--- config.mk ---
export PLATFORM = sky130hd
export DESIGN_NAME = sps_shifter
export DESIGN_NICKNAME = d
export VERILOG_FILES = /design/src/verilog/sps_pkg.sv /design/src/verilog/sps_shifter.sv /design/src/verilog/sps_stage.sv
export SDC_FILE = /design/constraint.sdc
export NUM_CORES = 1
export LEC_CHECK = 0
export ABC_AREA = 0
export BUFFER_PORTS_ARGS = -buffer_cell sky130_fd_sc_hd__buf_2
export CORE_MARGIN = 5
export CORE_UTILIZATION = 25
export DETAILED_ROUTE_END_ITERATION = 16
export REMOVE_ABC_BUFFERS = 1
export SYNTH_ARGS = -nofsm -noshare
export SYNTH_HDL_FRONTEND = slang
export SYNTH_SLANG_ARGS = --single-unit
--- constraint.sdc ---
create_clock -name clk -period 0.9 [get_ports clk]
set_clock_uncertainty 0.1 [all_clocks]
set_input_delay 0.045 -clock clk [delete_from_list [all_inputs] [get_ports clk]]
set_output_delay 0.045 -clock clk [all_outputs]
set_load 0.02 [all_outputs]
--- src/verilog/sps_pkg.sv ---
// package for the eight-stage serial-in parallel-out shifter
// assumes a single clock domain; no software-visible registers
package sps_pkg;
    localparam int          STAGES     = 8;          // number of storage stages
    localparam logic [7:0]  CLEAR_VAL  = 8'h00;      // value after clear or reset
    localparam int          FIRST_POS  = 0;          // index of the entry stage
    localparam real         CLK_NS     = 4.0;        // clock period in ns
    // mode encoding of the shifter's last action, shown on a status port
    typedef enum logic [1:0] {
        SPS_IDLE  = 2'b00,
        SPS_SHIFT = 2'b01,
        SPS_CLEAR = 2'b10
    } sps_mode_t;
endpackage : sps_pkg

--- src/verilog/sps_shifter.sv ---
// eight-stage serial-in parallel-out shifter with gated serial entry
// assumes all pins synchronous to clk; shiftClock is sampled and its rising edge detected
module sps_shifter
    import sps_pkg::*;
#(
    parameter int WIDTH = STAGES   // number of stages
)(
    input  wire logic             clk,          // system clock, 250 MHz
    input  wire logic             rst,          // synchronous reset, active high
    input  wire logic             ce,           // clock enable, freezes all state when low
    input  wire logic             serialA,      // serial data input a
    input  wire logic             serialB,      // serial data input b
    input  wire logic             shiftClock,   // shift clock pin, rising edge shifts
    input  wire logic             asyncClear_n, // master clear, active low
    output logic [WIDTH-1:0]      stageOutputs, // parallel stage values
    output sps_mode_t             lastMode      // last action taken
);
    // refuse widths the chain cannot serve
    initial begin
        if (WIDTH < 2) begin
            $error("sps_shifter: WIDTH must be at least 2");
        end
    end

    logic             shiftClockPrev;
    logic [WIDTH-1:0] chain;
    sps_mode_t        next_lastMode;

    // edge detect on the sampled shift clock; a clock pin in the core domain avoids a second domain
    wire shiftEdge = shiftClock & ~shiftClockPrev;
    wire clearNow  = ~asyncClear_n;
    // gate decode, shared by the datapath and the checks below
    function automatic logic sps_entry_ref(input logic a, input logic b);
        begin
            sps_entry_ref = a & b;
        end
    endfunction : sps_entry_ref

    wire entryBit  = sps_entry_ref(serialA, serialB);
    // shift only on an edge with clear released
    wire shiftNow  = shiftEdge & ~clearNow;

    assign next_lastMode = clearNow ? SPS_CLEAR : (shiftNow ? SPS_SHIFT : SPS_IDLE);

    // previous shift clock level for edge detection
    always_ff @(posedge clk) begin
        if (rst) begin
            shiftClockPrev <= 1'b0;
        end else if (ce) begin
            shiftClockPrev <= shiftClock;
        end
    end

    genvar i;
    generate
        for (i = 0; i < WIDTH; i++) begin : g_stage
            sps_stage u_stage (
                .clk      (clk),
                .rst      (rst),
                .ce       (ce),
                .clearNow (clearNow),
                .shiftNow (shiftNow),
                .dataIn   ((i == FIRST_POS) ? entryBit : chain[(i == 0) ? 0 : i-1]),
                .dataOut  (chain[i])
            );
        end
    endgenerate

    // clear is taken on the next clock; the core has no truly asynchronous path
    assign stageOutputs = chain;

    // status of the last action
    always_ff @(posedge clk) begin
        if (rst) begin
            lastMode <= SPS_IDLE;
        end else if (ce) begin
            lastMode <= next_lastMode;
        end
    end

    // checks below compare the registered outputs one clock after the sampled pins
    // a shift edge needs a low sample first, so with ce high and rst low two edges are never on adjacent clocks
    // everything is frozen while ce is low, the edge detector included
    // the checks are switched off during reset; reset_zero_a watches reset itself

    reset_zero_a: assert property (@(posedge clk)
        rst
        |=> (stageOutputs == '0 && lastMode == SPS_IDLE))
        else $error("reset did not clear the stages");

    entry_bit_a: assert property (@(posedge clk) disable iff (rst)
        (ce && shiftEdge && !clearNow)
        |=> (stageOutputs[0] == $past(entryBit)))
        else $error("first stage did not load the gated serial bit");

    gate_closed_a: assert property (@(posedge clk) disable iff (rst)
        (ce && shiftNow && !(serialA && serialB))
        |=> !stageOutputs[FIRST_POS])
        else $error("first stage loaded high with the gate closed");

    shift_move_a: assert property (@(posedge clk) disable iff (rst)
        (ce && shiftEdge && !clearNow)
        |=> (stageOutputs[WIDTH-1:1] == $past(stageOutputs[WIDTH-2:0])))
        else $error("stages did not move one place");

    // per-stage step, so a single broken link names its own stage
    generate
        for (i = 1; i < WIDTH; i++) begin : g_move_chk
            stage_step_a: assert property (@(posedge clk) disable iff (rst)
                (ce && shiftNow)
                |=> (stageOutputs[i] == $past(stageOutputs[i-1])))
                else $error("a stage missed its neighbour's value");
        end
    endgenerate

    clear_zero_a: assert property (@(posedge clk) disable iff (rst)
        (ce && clearNow)
        |=> (stageOutputs == '0))
        else $error("clear did not zero the stages");

    clear_wins_a: assert property (@(posedge clk) disable iff (rst)
        (ce && clearNow && shiftEdge)
        |=> (stageOutputs == '0 && lastMode == SPS_CLEAR))
        else $error("shift edge won over clear");

    clear_hold_a: assert property (@(posedge clk) disable iff (rst)
        (ce && clearNow)[*2]
        |-> (stageOutputs == '0))
        else $error("stages not zero during held clear");

    hold_value_a: assert property (@(posedge clk) disable iff (rst)
        (!shiftEdge && !clearNow)
        |=> $stable(stageOutputs))
        else $error("stages changed without a shift edge");

    // entry stage quiet between edges, whatever the serial pins do
    entry_quiet_a: assert property (@(posedge clk) disable iff (rst)
        (ce && !shiftNow && !clearNow)
        |=> (stageOutputs[0] == $past(stageOutputs[0])))
        else $error("first stage moved between shift edges");

    freeze_ce_a: assert property (@(posedge clk) disable iff (rst)
        !ce
        |=> $stable(stageOutputs))
        else $error("stages changed while enable low");

    mode_freeze_a: assert property (@(posedge clk) disable iff (rst)
        !ce
        |=> $stable(lastMode))
        else $error("status changed while enable low");

    // full path of a bit over two edges two clocks apart
    bit_walk_a: assert property (@(posedge clk) disable iff (rst)
        (ce && shiftEdge && !clearNow && entryBit) ##1 (ce && !clearNow) ##1 (ce && shiftEdge && !clearNow)
        |=> stageOutputs[1])
        else $error("bit did not reach the second stage");

    mode_clear_a: assert property (@(posedge clk) disable iff (rst)
        (ce && clearNow)
        |=> (lastMode == SPS_CLEAR))
        else $error("mode did not report clear");

    mode_shift_a: assert property (@(posedge clk) disable iff (rst)
        (ce && shiftNow)
        |=> (lastMode == SPS_SHIFT))
        else $error("mode did not report shift");

    mode_idle_a: assert property (@(posedge clk) disable iff (rst)
        (ce && !shiftEdge && !clearNow)
        |=> (lastMode == SPS_IDLE))
        else $error("mode did not report idle");

    // a one entering the chain
    cover_shift_one_c: cover property (@(posedge clk) disable iff (rst)
        ce && shiftEdge && !clearNow && entryBit);

    // a closed gate shifting a zero in
    cover_gate_low_c: cover property (@(posedge clk) disable iff (rst)
        ce && shiftEdge && !clearNow && serialA && !serialB);

    // clear meeting a shift edge
    cover_clear_c: cover property (@(posedge clk) disable iff (rst)
        ce && clearNow && shiftEdge);

    // the shift clock high while frozen
    cover_freeze_c: cover property (@(posedge clk) disable iff (rst)
        !ce && shiftClock);

    // a one reaching the last stage
    cover_walk_c: cover property (@(posedge clk) disable iff (rst)
        stageOutputs[WIDTH-1]);
endmodule : sps_shifter

--- src/verilog/sps_stage.sv ---
// one storage stage of the shifter chain
// assumes clear and shift strobes already qualified by the parent
module sps_stage
    import sps_pkg::*;
(
    input  wire logic clk,        // system clock
    input  wire logic rst,        // synchronous reset, active high
    input  wire logic ce,         // clock enable, freezes state when low
    input  wire logic clearNow,   // clear strobe, overrides shift
    input  wire logic shiftNow,   // shift strobe
    input  wire logic dataIn,     // value from the lower neighbour
    output logic      dataOut     // stage value
);
    logic next_dataOut;

    // clear wins over shift; otherwise hold
    assign next_dataOut = clearNow ? CLEAR_VAL[0] : (shiftNow ? dataIn : dataOut);

    // stage flip-flop
    always_ff @(posedge clk) begin
        if (rst) begin
            dataOut <= CLEAR_VAL[0];
        end else if (ce) begin
            dataOut <= next_dataOut;
        end
    end
endmodule : sps_stage

== After elaboration in Yosys (flattened, before gate mapping) ==
Index checks and enable logic that the tools add are counted.
Widths: inputs -> output; s select.

* Register bits: 11
* Input bits: 7
* Output and inout bits: 10
* Word-level logic and storage cells: 34

* Equality and inequality tests: 1
* Mux-type cells: 18
* Bitwise gates (word level): 4
* Reductions and logical operators: 1

{| class="wikitable"
|+ Operator list
! cell !! count
|-
| $mux 1 || 17
|-
| $and 1x1->1 || 3
|-
| $mux 2 || 1
|-
| $ne 2x1->1 const B || 1
|-
| $reduce_and 2->1 || 1
|-
| $not 1->1 || 1
|}

== Depth between registers and ports, before layout ==
Gate-level depths: netlist (run 1).

* Depth in word-level cells: 5
* Gate-level depth with buffers: 3
* Depth with buffers taken out: 3

== Hierarchy ==
Synthesis (run 1) repeated with hierarchy kept, for this count alone.

* Cell total of the unflattened synthesis: 54
* Area total of the unflattened synthesis: 513.0 sq um

{| class="wikitable"
|+ By module, submodules not included
! module !! times used !! cells each !! area each (sq um) !! seq. area each (sq um)
|-
| sps_stage || 8 || 5 || 48.8 || 20.0
|-
| sps_shifter || 1 || 14 || 122.6 || 60.1
|}

== Worst setup path after synthesis (run 1) ==
Ideal clock, no wire load.

* Path type: register to register
* Start: register shiftClockPrev
* End: register g_stage[7].u_stage.dataOut
* Library setup time: 0.088 ns
* Arrival: 0.783 ns
* Required time: 0.712 ns
* Path slack: -0.071 ns
* Stages on the path, launching flop included: 4
* Path buffers: 0
* Clock period less this slack: 0.971 ns
* Path through: dfxtp_1 -> nor2b_4 -> o21a_4 -> o32ai_2

* Cells in the longest elaborated chain, start to end: 5

{| class="wikitable"
|+ RTL lines
! item !! RTL line !! source
|-
| start, declared || sps_shifter.sv:25 || <nowiki>logic shiftClockPrev;</nowiki>
|-
| start signal, assigned || sps_shifter.sv:50 || <nowiki>shiftClockPrev <= shiftClock;</nowiki>
|-
| $not 1->1 || sps_shifter.sv:30 || <nowiki>wire shiftEdge = shiftClock & ~shiftClockPrev;</nowiki>
|-
| $and 1x1->1 || sps_shifter.sv:30 ||
|-
| $and 1x1->1 || sps_shifter.sv:41 || <nowiki>wire shiftNow = shiftEdge & ~clearNow;</nowiki>
|-
| $ne 2x1->1 (no line) || -- ||
|-
| $reduce_and 2->1 (no line) || -- ||
|-
| end signal, assigned || sps_stage.sv:22 || <nowiki>dataOut <= CLEAR_VAL[0];</nowiki>
|-
| end signal, assigned || sps_stage.sv:24 || <nowiki>dataOut <= next_dataOut;</nowiki>
|-
| end, declared || sps_stage.sv:12 || <nowiki>output logic dataOut</nowiki>
|}

Every way passes these cells.
A chain may end at the register's enable or synchronous reset.

== Worst setup path after layout (run 1) ==
Ends and elaborated chain as after synthesis.

==> results of run 1 <==
[placed cells by master (no fill, tap or decap), types with 2 or more instances in the layout]
cell type      synthesis  final
nand2b_1               8      8
buf_2                  1      6
inv_1                  2      2
o22ai_1                7      7
buf_4                  8      8
nor2_1                 2      2
buf_6                  0      3
dfxtp_2                0     10
dlygate4sd3_1          0      7
clkbuf_4               0      3
[logic make-up (layout without fill, tap and decap cells)]
logic type | count (synthesis) | count (layout) | share of synthesized area
simple gates | 13 | 13 | 0.183
buf+inv | 12 | 30 | 0.160
compound gates | 11 | 11 | 0.181
flops | 11 | 11 | 0.455
mux | 1 | 1 | 0.0207
[worst paths after layout]
check | slack, ns | end | from | depth (start not counted)
max | -0.1 | g_stage[7].u_stage.dataOut | shiftClockPrev | 3
min | 0.007 | lastMode[1] | ce | 3
max reg2reg | -0.1 | g_stage[7].u_stage.dataOut | shiftClockPrev | 3
min reg2reg | 0.39 | lastMode[1] | lastMode[1] | 2
[per-stage QoR]
stage	cells	total power [uW]
after global placement	81	591
final	93	946
after detailed placement	81	592
after CTS	90	954
after global routing	93	1000
after floorplan	38	558
[layer usage]
metal  GRT usage  routed length (um)  up-vias
met2       0.123                 470       11
met5           0                   0        -
met3      0.0305                  89        2
li1            -                   -      194
met4      0.0498                  16        0
met1      0.0921                 420      176
[registers in the layout, indices dropped and copies added (netlist names)]
signal,count
g_stage.u_stage.dataOut,8
lastMode,2
shiftClockPrev,1
[worst min-delay path, cell delays in order]
cell and delay, ns:
buf_2 0.15, nor2_1 0.09, a211oi_1 0.04
[what timing repair did]
action,in CTS,in global routing
setup buffers,0,1
hold endpoints to repair,4,1
gates resized for setup,12,13
hold buffers,5,2
setup endpoints to repair,19,19
pin swaps,2,0
[power by group through the flow]
stage | clock network (uW) | registers [uW] | logic, uW
6_report | 330 | 501 | 116
5_1_grt | 372 | 502 | 126
4_1_cts | 349 | 500 | 105
3_5_place_dp | 0 | 511 | 81.7
3_3_place_gp | 0 | 511 | 80.0
2_1_floorplan | 0 | 518 | 40.0
[final cells by class]
type | instances | area (um^2)
clock buffers | 4 | 26.3
fillers | 204 | 1210
inverters | 2 | 7.51
multi-input cells | 25 | 198
flip-flops and latches | 11 | 233
well taps | 27 | 33.8
repair buffers | 24 | 194
==> run metrics, run 1 <==
status=complete, but fails checks; failing checks=setup timing; Setup CP Type=reg -> reg; Slew headroom=0.881; worst slack, placed=-0.134 ns; via count of the first global-routing pass=about 380; Fin Setup TNS=-0.620 ns; Max Freq=roughly 1 GHz; DP Area=528 um^2; Via density=4.12; cts bufs inserted=3; Hold Crit Class=in -> reg; layout cell share with drive strength beyond 1=0.530; Ant. Diodes=0; number of synthesized register bits=11; PwrDens=1370 mW/mm^2; Yosys cell types=16; Final Hold Viols=0; maximum fanout along the worst path=8; post-detail-place hpwl=between 600 and 700 um; max-cap viol count=0; largest net degree at the start of global routing=13; synthesized area=484 um^2; area added between synthesis and finish=42.9%; Hold WS=0.00671 ns; Pint=about 730 uW; synthesized area per cell=10.1 um^2; sequential area share after synthesis=0.455; overall routed net length=996 um; Port Buf Inserts=16; Post-synth EDFFs=0; synthesized instance count=48; Net Sw Frac=0.228; Wirelength per Cell=10.7 um; Crit path largest cell delay=0.35 ns; Psw=around 220 uW; clock latency on the worst-skew pair=~0.26 ns; worst path bufs/invs=0; startpoint types=flip-flop; drt pass-1 iters=2; Placeable Area=between 0.0015 and 0.002 mm^2; GRT Residual Overflow=0; Vias=383; fin util=0.364; first-pass GRT wire length=1.64 mm; Worst Max-Slew Pin Slew=0.179 ns; Syn. warnings=0; CTS tree=done; Setup Viol. Count Final=10; initial antenna violation count=0; post-synth top area cell=dfxtp_1; io pins=17; critical-path cell list=nor2b_4 -> o21a_4 -> o32ai_2; DRT iter0 DRCs=2; Peak supply drop=0.555 mV; Vert. Die Dim=about 54 um; nets@finish=74; RSZ-0062 raised after global routing=yes; clock share of power=0.348; synth top area cells=dfxtp_1, buf_4, nand2b_1; WP data arrival=1.08 ns; combinational fraction of design power=0.122; Final min period=0.996 ns; Final Max Tran Viols=0; H-Tree Depth=1; CP endpoint kind=flip-flop; Crit path max-delay family=compound AO/OA/AOI/OAI gates; Lkg Pwr=0.000275 uW; Starting Density=0.255; Async S/R FF share, synth=0; Routed Antenna Nets=0; Main synth FF type=dfxtp_1; # rows=16; top post-synthesis cells by count=dfxtp_1, buf_4, nand2b_1; Clock transition at path regs=approximately 0.070 ns; Sink Count=11; worst path required time=between 0.9 and 1 ns; Die X=between 50 and 60 um; CP max-delay cell=dfxtp_2; clk root buf=clkbuf_4; clk buf depth=2; count leader, synth=dfxtp_1; Die ar.=~0.0029 mm^2; # DRC=0; worst setup margin=-0.0957 ns; sequential share of power=0.530; Tcrit/Tclk final=1.11; Design Area, Final=692 um^2; global-route usage over all layers=0.0798; GPL Wtd Cong=0.642; top cell type's share of synthesized area=0.455
Power figures use the tool's default switching activity.
==> run 2: changes to the inputs <==
--- a/config.mk
+++ b/config.mk
@@ -6,9 +6,10 @@
 export NUM_CORES = 1
 export LEC_CHECK = 0
 export ABC_AREA = 0
-export BUFFER_PORTS_ARGS = -buffer_cell sky130_fd_sc_hd__buf_2
+export BUFFER_PORTS_ARGS = -buffer_cell sky130_fd_sc_hd__buf_4
 export CORE_MARGIN = 5
 export CORE_UTILIZATION = 25
+export CTS_CLUSTER_SIZE = 28
 export DETAILED_ROUTE_END_ITERATION = 16
 export REMOVE_ABC_BUFFERS = 1
 export SYNTH_ARGS = -nofsm -noshare
==> run 2 against run 1 <==
- the flow still finishes with violations (setup timing)
- global-route usage shrank 0.27 points
- routed wire length is 6.0% lower
- clock power barely moved
- combinational power increased by 15%
- setup slack got worse by 0.0033 ns
- critical path depth unchanged
- first-iteration DRC count fell by 50%
- non-clock buffer count did not move
- die area unchanged
- maximum frequency down 0.33%
- sequential power is essentially flat
- critical endpoint is now g_stage[3].u_stage.dataOut
- largest cell class is now non-clock buffers
- highest routed layer unchanged
==> run metrics, run 2 (synthesis results as in run 1) <==
status=complete, but fails checks; failing checks=setup timing; top flop regs=g_stage.u_stage.dataOut x8, lastMode x2, shiftClockPrev x1; Setup CP Type=reg -> reg; initial antenna violation count=0 (unchanged); # fillers=195 (-4.4%); Vert. Die Dim=54.0 um (unchanged); worst path required time=0.98 ns (about the same); io pins=17 (unchanged); cts bufs inserted=3 (unchanged); Setup Viol. Count Final=9 (-1); Tcrit/Tclk final=1.11 (+0.00371); Vias=380 (-0.78%); min-delay src=rst; WP data arrival=1.08 ns (about the same); area added between synthesis and finish=52.5%; Die X=54.0 um (unchanged); Sink Count=11 (unchanged); Via density=4.09 (-0.78%); RSZ-0062 raised after global routing=yes; Placeable Area=0.00190 mm^2 (unchanged); # rows=16 (unchanged); PwrDens=1310 mW/mm^2 (-4.4%); worst setup margin=-0.0990 ns (-0.00334 ns); clk root buf=clkbuf_4; H-Tree Depth=1 (unchanged); Peak supply drop=0.734 mV (+32%); Hold WS=0.0200 ns (+0.0133 ns); max-cap viol count=0 (unchanged); Reg with most FFs=g_stage.u_stage.dataOut; max reg flops=8 (unchanged); # DRC=0 (unchanged); most frequent cells in the layout=dfxtp_2, buf_6, nand2b_1, buf_4, o22ai_1; Wirelength per Cell=10.1 um (-6.0%); maximum fanout along the worst path=9 (+1); GRT Residual Overflow=0 (unchanged); Clock transition at path regs=0.07 ns (about the same); Lkg Pwr=0.000300 uW (+9.0%); Max Freq=1.00 GHz (-0.33%); clk buf depth=2 (unchanged); placed insts=81 (unchanged); Starting Density=0.255 (unchanged); GPL Wtd Cong=0.638 (-0.65%); Fin Setup TNS=-0.670 ns (-0.0496 ns); Final Hold Viols=0 (unchanged); Slew headroom=0.866 (-0.0150); Final min period=0.999 ns (+0.00334 ns); global-route usage over all layers=0.0771 (-0.00272); overall routed net length=936 um (-6.0%); Design Area, Final=738 um^2 (+6.7%); Port Buf Inserts=16 (unchanged); clock latency on the worst-skew pair=0.26 ns (about the same); via count of the first global-routing pass=362 (-3.7%); DP Area=568 um^2 (+7.6%); non-filler cells in the finished layout=93 (unchanged); DRT iter0 DRCs=1 (-1); layout cell share with drive strength beyond 1=0.530 (unchanged); FF-to-FF Start=shiftClockPrev; Worst Max-Slew Pin Slew=0.201 ns (+0.0225 ns); CTS tree=done; largest net degree at the start of global routing=10 (-3); Hold Crit Class=in -> reg; Final Max Tran Viols=0 (unchanged); CP endpoint kind=flip-flop; nets@finish=74 (unchanged); drt pass-1 iters=2 (unchanged); first-pass GRT wire length=1.58 mm (-3.8%); Die ar.=0.00292 mm^2 (unchanged); startpoint types=flip-flop; Ant. Diodes=0 (unchanged); Routed Antenna Nets=0 (unchanged); critical path startpoint=shiftClockPrev
run 2: changes by cell type in the layout (fill, tap and decap cells not counted), moves of 2 or more:
cell | previous run | this run
buf_2 | 6 | 0
buf_6 | 3 | 9
dlygate4sd3_1 | 7 | 5
dlymetal6s4s_1 | 0 | 2
run 2: final timing paths:
check / to / cells past startpoint / slack, ns
min reg2reg: lastMode[0] / 2 / 0.39
min: g_stage[0].u_stage.dataOut / 3 / 0.02
max reg2reg: g_stage[3].u_stage.dataOut / 3 / -0.1
max: g_stage[3].u_stage.dataOut / 3 / -0.1
run 2: layout make-up:
| cell class | instances | area (um^2) | share of cell area |
|---|---|---|---|
| Inverter | 2 | 7.51 | 0.0102 |
| Timing Repair Buffer | 24 | 236 | 0.320 |
| Tap cell | 27 | 33.8 | 0.0458 |
| Multi-Input combinational cell | 25 | 203 | 0.275 |
| Sequential cell | 11 | 231 | 0.314 |
| Clock buffer | 4 | 26.3 | 0.0356 |
run 2: power breakdown:
group,switching [uW],leakage [uW],internal (uW),total [uW]
Clock,159,0.0000150,171,330
Combinational,53.7,0.000192,79.0,133
Sequential,6.19,0.0000933,496,502
Total,219,0.000300,746,965
run 2: per-stage QoR:
step	utilization	power [uW]	setup slack, ns
6_report	0.388	965	-0.0990
5_1_grt	0.388	1020	-0.154
4_1_cts	0.363	974	-0.109
3_5_place_dp	0.299	603	-0.122
3_3_place_gp	0.299	601	-0.110
2_1_floorplan	-	558	-0.0708
run 2: critical path, stage by stage (launching register included):
cell,delay [ns]
dfxtp_2,0.33
nor2b_4,0.15
nand3_4,0.14
o22ai_1,0.20
run 2: per-layer routing:
layer | share of wire | GRT usage | up-vias
met5 | 0 | 0 | -
met2 | 0.45 | 0.107 | 11
met3 | 0.085 | 0.0332 | 2
met4 | 0.017 | 0.0498 | 0
met1 | 0.45 | 0.0959 | 173
li1 | - | - | 194
run 2: what timing repair did:
item,4_1_cts,5_1_grt
setup endpoints to repair,15,21
endpoints found under the hold margin,5,0
gates resized for setup,8,15
hold buffers,7,0
pin swaps,0,1
setup buffers,0,1
==> run 3: changes to the inputs <==
--- a/config.mk
+++ b/config.mk
@@ -7,10 +7,13 @@
 export LEC_CHECK = 0
 export ABC_AREA = 0
 export BUFFER_PORTS_ARGS = -buffer_cell sky130_fd_sc_hd__buf_4
+export CELL_PAD_IN_SITES_DETAIL_PLACEMENT = 2
+export CELL_PAD_IN_SITES_GLOBAL_PLACEMENT = 2
 export CORE_MARGIN = 5
 export CORE_UTILIZATION = 25
 export CTS_CLUSTER_SIZE = 28
 export DETAILED_ROUTE_END_ITERATION = 16
+export PLACE_DENSITY = 0.67
 export REMOVE_ABC_BUFFERS = 1
 export SYNTH_ARGS = -nofsm -noshare
 export SYNTH_HDL_FRONTEND = slang
==> constraint.sdc (replaced) <==
create_clock -name clk -period 1.1 [get_ports clk]
set_clock_uncertainty 0.1 [all_clocks]
set_input_delay 0.055 -clock clk [delete_from_list [all_inputs] [get_ports clk]]
set_output_delay 0.055 -clock clk [all_outputs]
set_load 0.02 [all_outputs]
==> run 3 against run 2 <==
- the flow now finishes without violations
- via count is 1.3% higher
- register-to-register slack better by 0.14 ns
- worst hold slack better by 0.053 ns
- count of clock-buffer cells in the layout stayed put
- utilization is 3.7 points lower
- design area is 9.5% lower
- die area stayed put
- sequential share of layout area is 1.6 points higher
- global-route usage is 1.6 points higher
- final cell count is 2.2% lower
- power is 19% lower
- critical path type is now in -> reg
- highest routed layer unchanged
==> run metrics, run 3 (synthesis results as in run 1) <==
Die ar.=0.00292 mm^2 (unchanged); overall power=784 uW (-19%); CTS tree=done; WP data arrival=1.14 ns (+0.06 ns); gr busiest metal=met2; Vias=385 (+1.3%); Final min period=1.05 ns; GPL Wtd Cong=0.644 (+0.89%); Max Freq=0.949 GHz; GR met1 Demand/Resource=0.101 (+0.00513); post-CTS setup buffers=0 (unchanged); first-pass GRT wire length=1.84 mm (+16%); GRT Residual Overflow=0 (unchanged); GR Util met2=0.151 (+0.0444); initial antenna violation count=0 (unchanged); nets@finish=72 (-2.7%); Sink Count=11 (unchanged); Wirelength per Cell=13.1 um (+30%); clk root buf=clkbuf_4; status=complete, no violations; worst setup margin=0.0459 ns (+0.145 ns); Reg with most FFs=g_stage.u_stage.dataOut; Die X=54.0 um (unchanged); Vert. Die Dim=54.0 um (unchanged); overall routed net length=1.19 mm (+27%); worst path required time=1.18 ns (+0.20 ns); PwrDens=1170 mW/mm^2 (-10%); Fin Setup TNS=0 ns (+0.670 ns); top flop regs=g_stage.u_stage.dataOut x8, lastMode x2, shiftClockPrev x1; Ant. Diodes=0 (unchanged); Setup CP Type=in -> reg; area added between synthesis and finish=38.0%; # fillers=218 (+12%); area occupied by registers=220 um^2 (-4.9%); Routed Antenna Nets=0 (unchanged); layout cell share with drive strength beyond 1=0.375 (-0.155); Peak supply drop=0.393 mV (-46%); Hold WS=0.0732 ns (+0.0533 ns); Placeable Area=0.00190 mm^2 (unchanged); worst slack, placed=0.0288 ns (+0.151 ns); Worst Max-Slew Pin Slew=0.173 ns (-0.0284 ns); Slew headroom=0.884 (+0.0182); Tcrit/Tclk final=0.958; Hold Crit Class=in -> reg; cts bufs inserted=3 (unchanged); # rows=16 (unchanged); most frequent cells in the layout=buf_4, dfxtp_1, nand2b_1; global-route usage over all layers=0.0931 (+0.0160); clock latency on the worst-skew pair=0.27 ns (about the same); Lkg Pwr=0.000264 uW (-12%); drt pass-1 iters=1 (-1); Starting Density=0.255 (unchanged); startpoint types=input port; max reg flops=8 (unchanged); max-cap viol count=0 (unchanged); area occupied by multi-input gates=200 um^2 (-1.2%); Via density=4.23 (+3.5%); CP endpoint kind=flip-flop; most common cell after layout, fill and taps aside=buf_4; DRT iter0 DRCs=0 (-1); RSZ-0062 raised after global routing=no; largest net degree at the start of global routing=13 (+3); via count of the first global-routing pass=393 (+8.6%); Port Buf Inserts=16 (unchanged); # DRC=0 (unchanged); maximum fanout along the worst path=12 (+3); io pins=17 (unchanged); clk buf depth=2 (unchanged); Final Hold Viols=0 (unchanged); Final Max Tran Viols=0 (unchanged); GR Util met3=0.0332 (unchanged); H-Tree Depth=1 (unchanged); Setup Viol. Count Final=0 (-9); Clock transition at path regs=0.07 ns (about the same)
## run 3: routing by layer
metal | routed length (um) | share of wire
met1 | 471 | 0.40
met2 | 601 | 0.51
met3 | 90 | 0.076
met4 | 27 | 0.023
met5 | 0 | 0
## run 3: path summary, 6_finish.rpt
path | depth (start not counted) | slack (ns) | startpoint | endpoint
min reg2reg | 2 | 0.38 | lastMode[0] | lastMode[0]
max reg2reg | 3 | 0.05 | shiftClockPrev | g_stage[6].u_stage.dataOut
min | 3 | 0.07 | asyncClear_n | g_stage[0].u_stage.dataOut
max | 4 | 0.05 | rst | g_stage[6].u_stage.dataOut
## run 3: critical path, cell delays in order
cell	delay, ns
dlygate4sd3_1	0.54
buf_4	0.18
nand2b_1	0.18
o22ai_1	0.18
## run 3: timing repair
item | 4_1_cts | 5_1_grt
hold buffers | 6 | 0
endpoints found under the setup margin | 0 | 5
resized for setup | 0 | 2
hold endpoints to repair | 5 | 0
## run 3: where the power goes
group          internal (uW)  switching (uW)  leakage [uW]  total (uW)
registers                405            4.22     0.0000891         409
logic                   54.2            44.0      0.000160        98.2
clock network            140             137     0.0000150         277
total                    599             185      0.000264         784
## run 3: metrics by stage
step / std cells / util / cell area (um^2)
2_1_floorplan: 38 / - / 414
3_5_place_dp: 81 / 0.299 / 568
6_report: 91 / 0.351 / 668
3_3_place_gp: 81 / 0.299 / 568
4_1_cts: 91 / 0.344 / 654
5_1_grt: 91 / 0.351 / 668
## run 3: layout make-up
| type | count | area share |
|---|---|---|
| inverter | 2 | 0.0112 |
| multi-input combinational | 25 | 0.300 |
| sequential | 11 | 0.330 |
| timing repair buffer | 22 | 0.270 |
| tap | 27 | 0.0506 |
| clock buffer | 4 | 0.0393 |
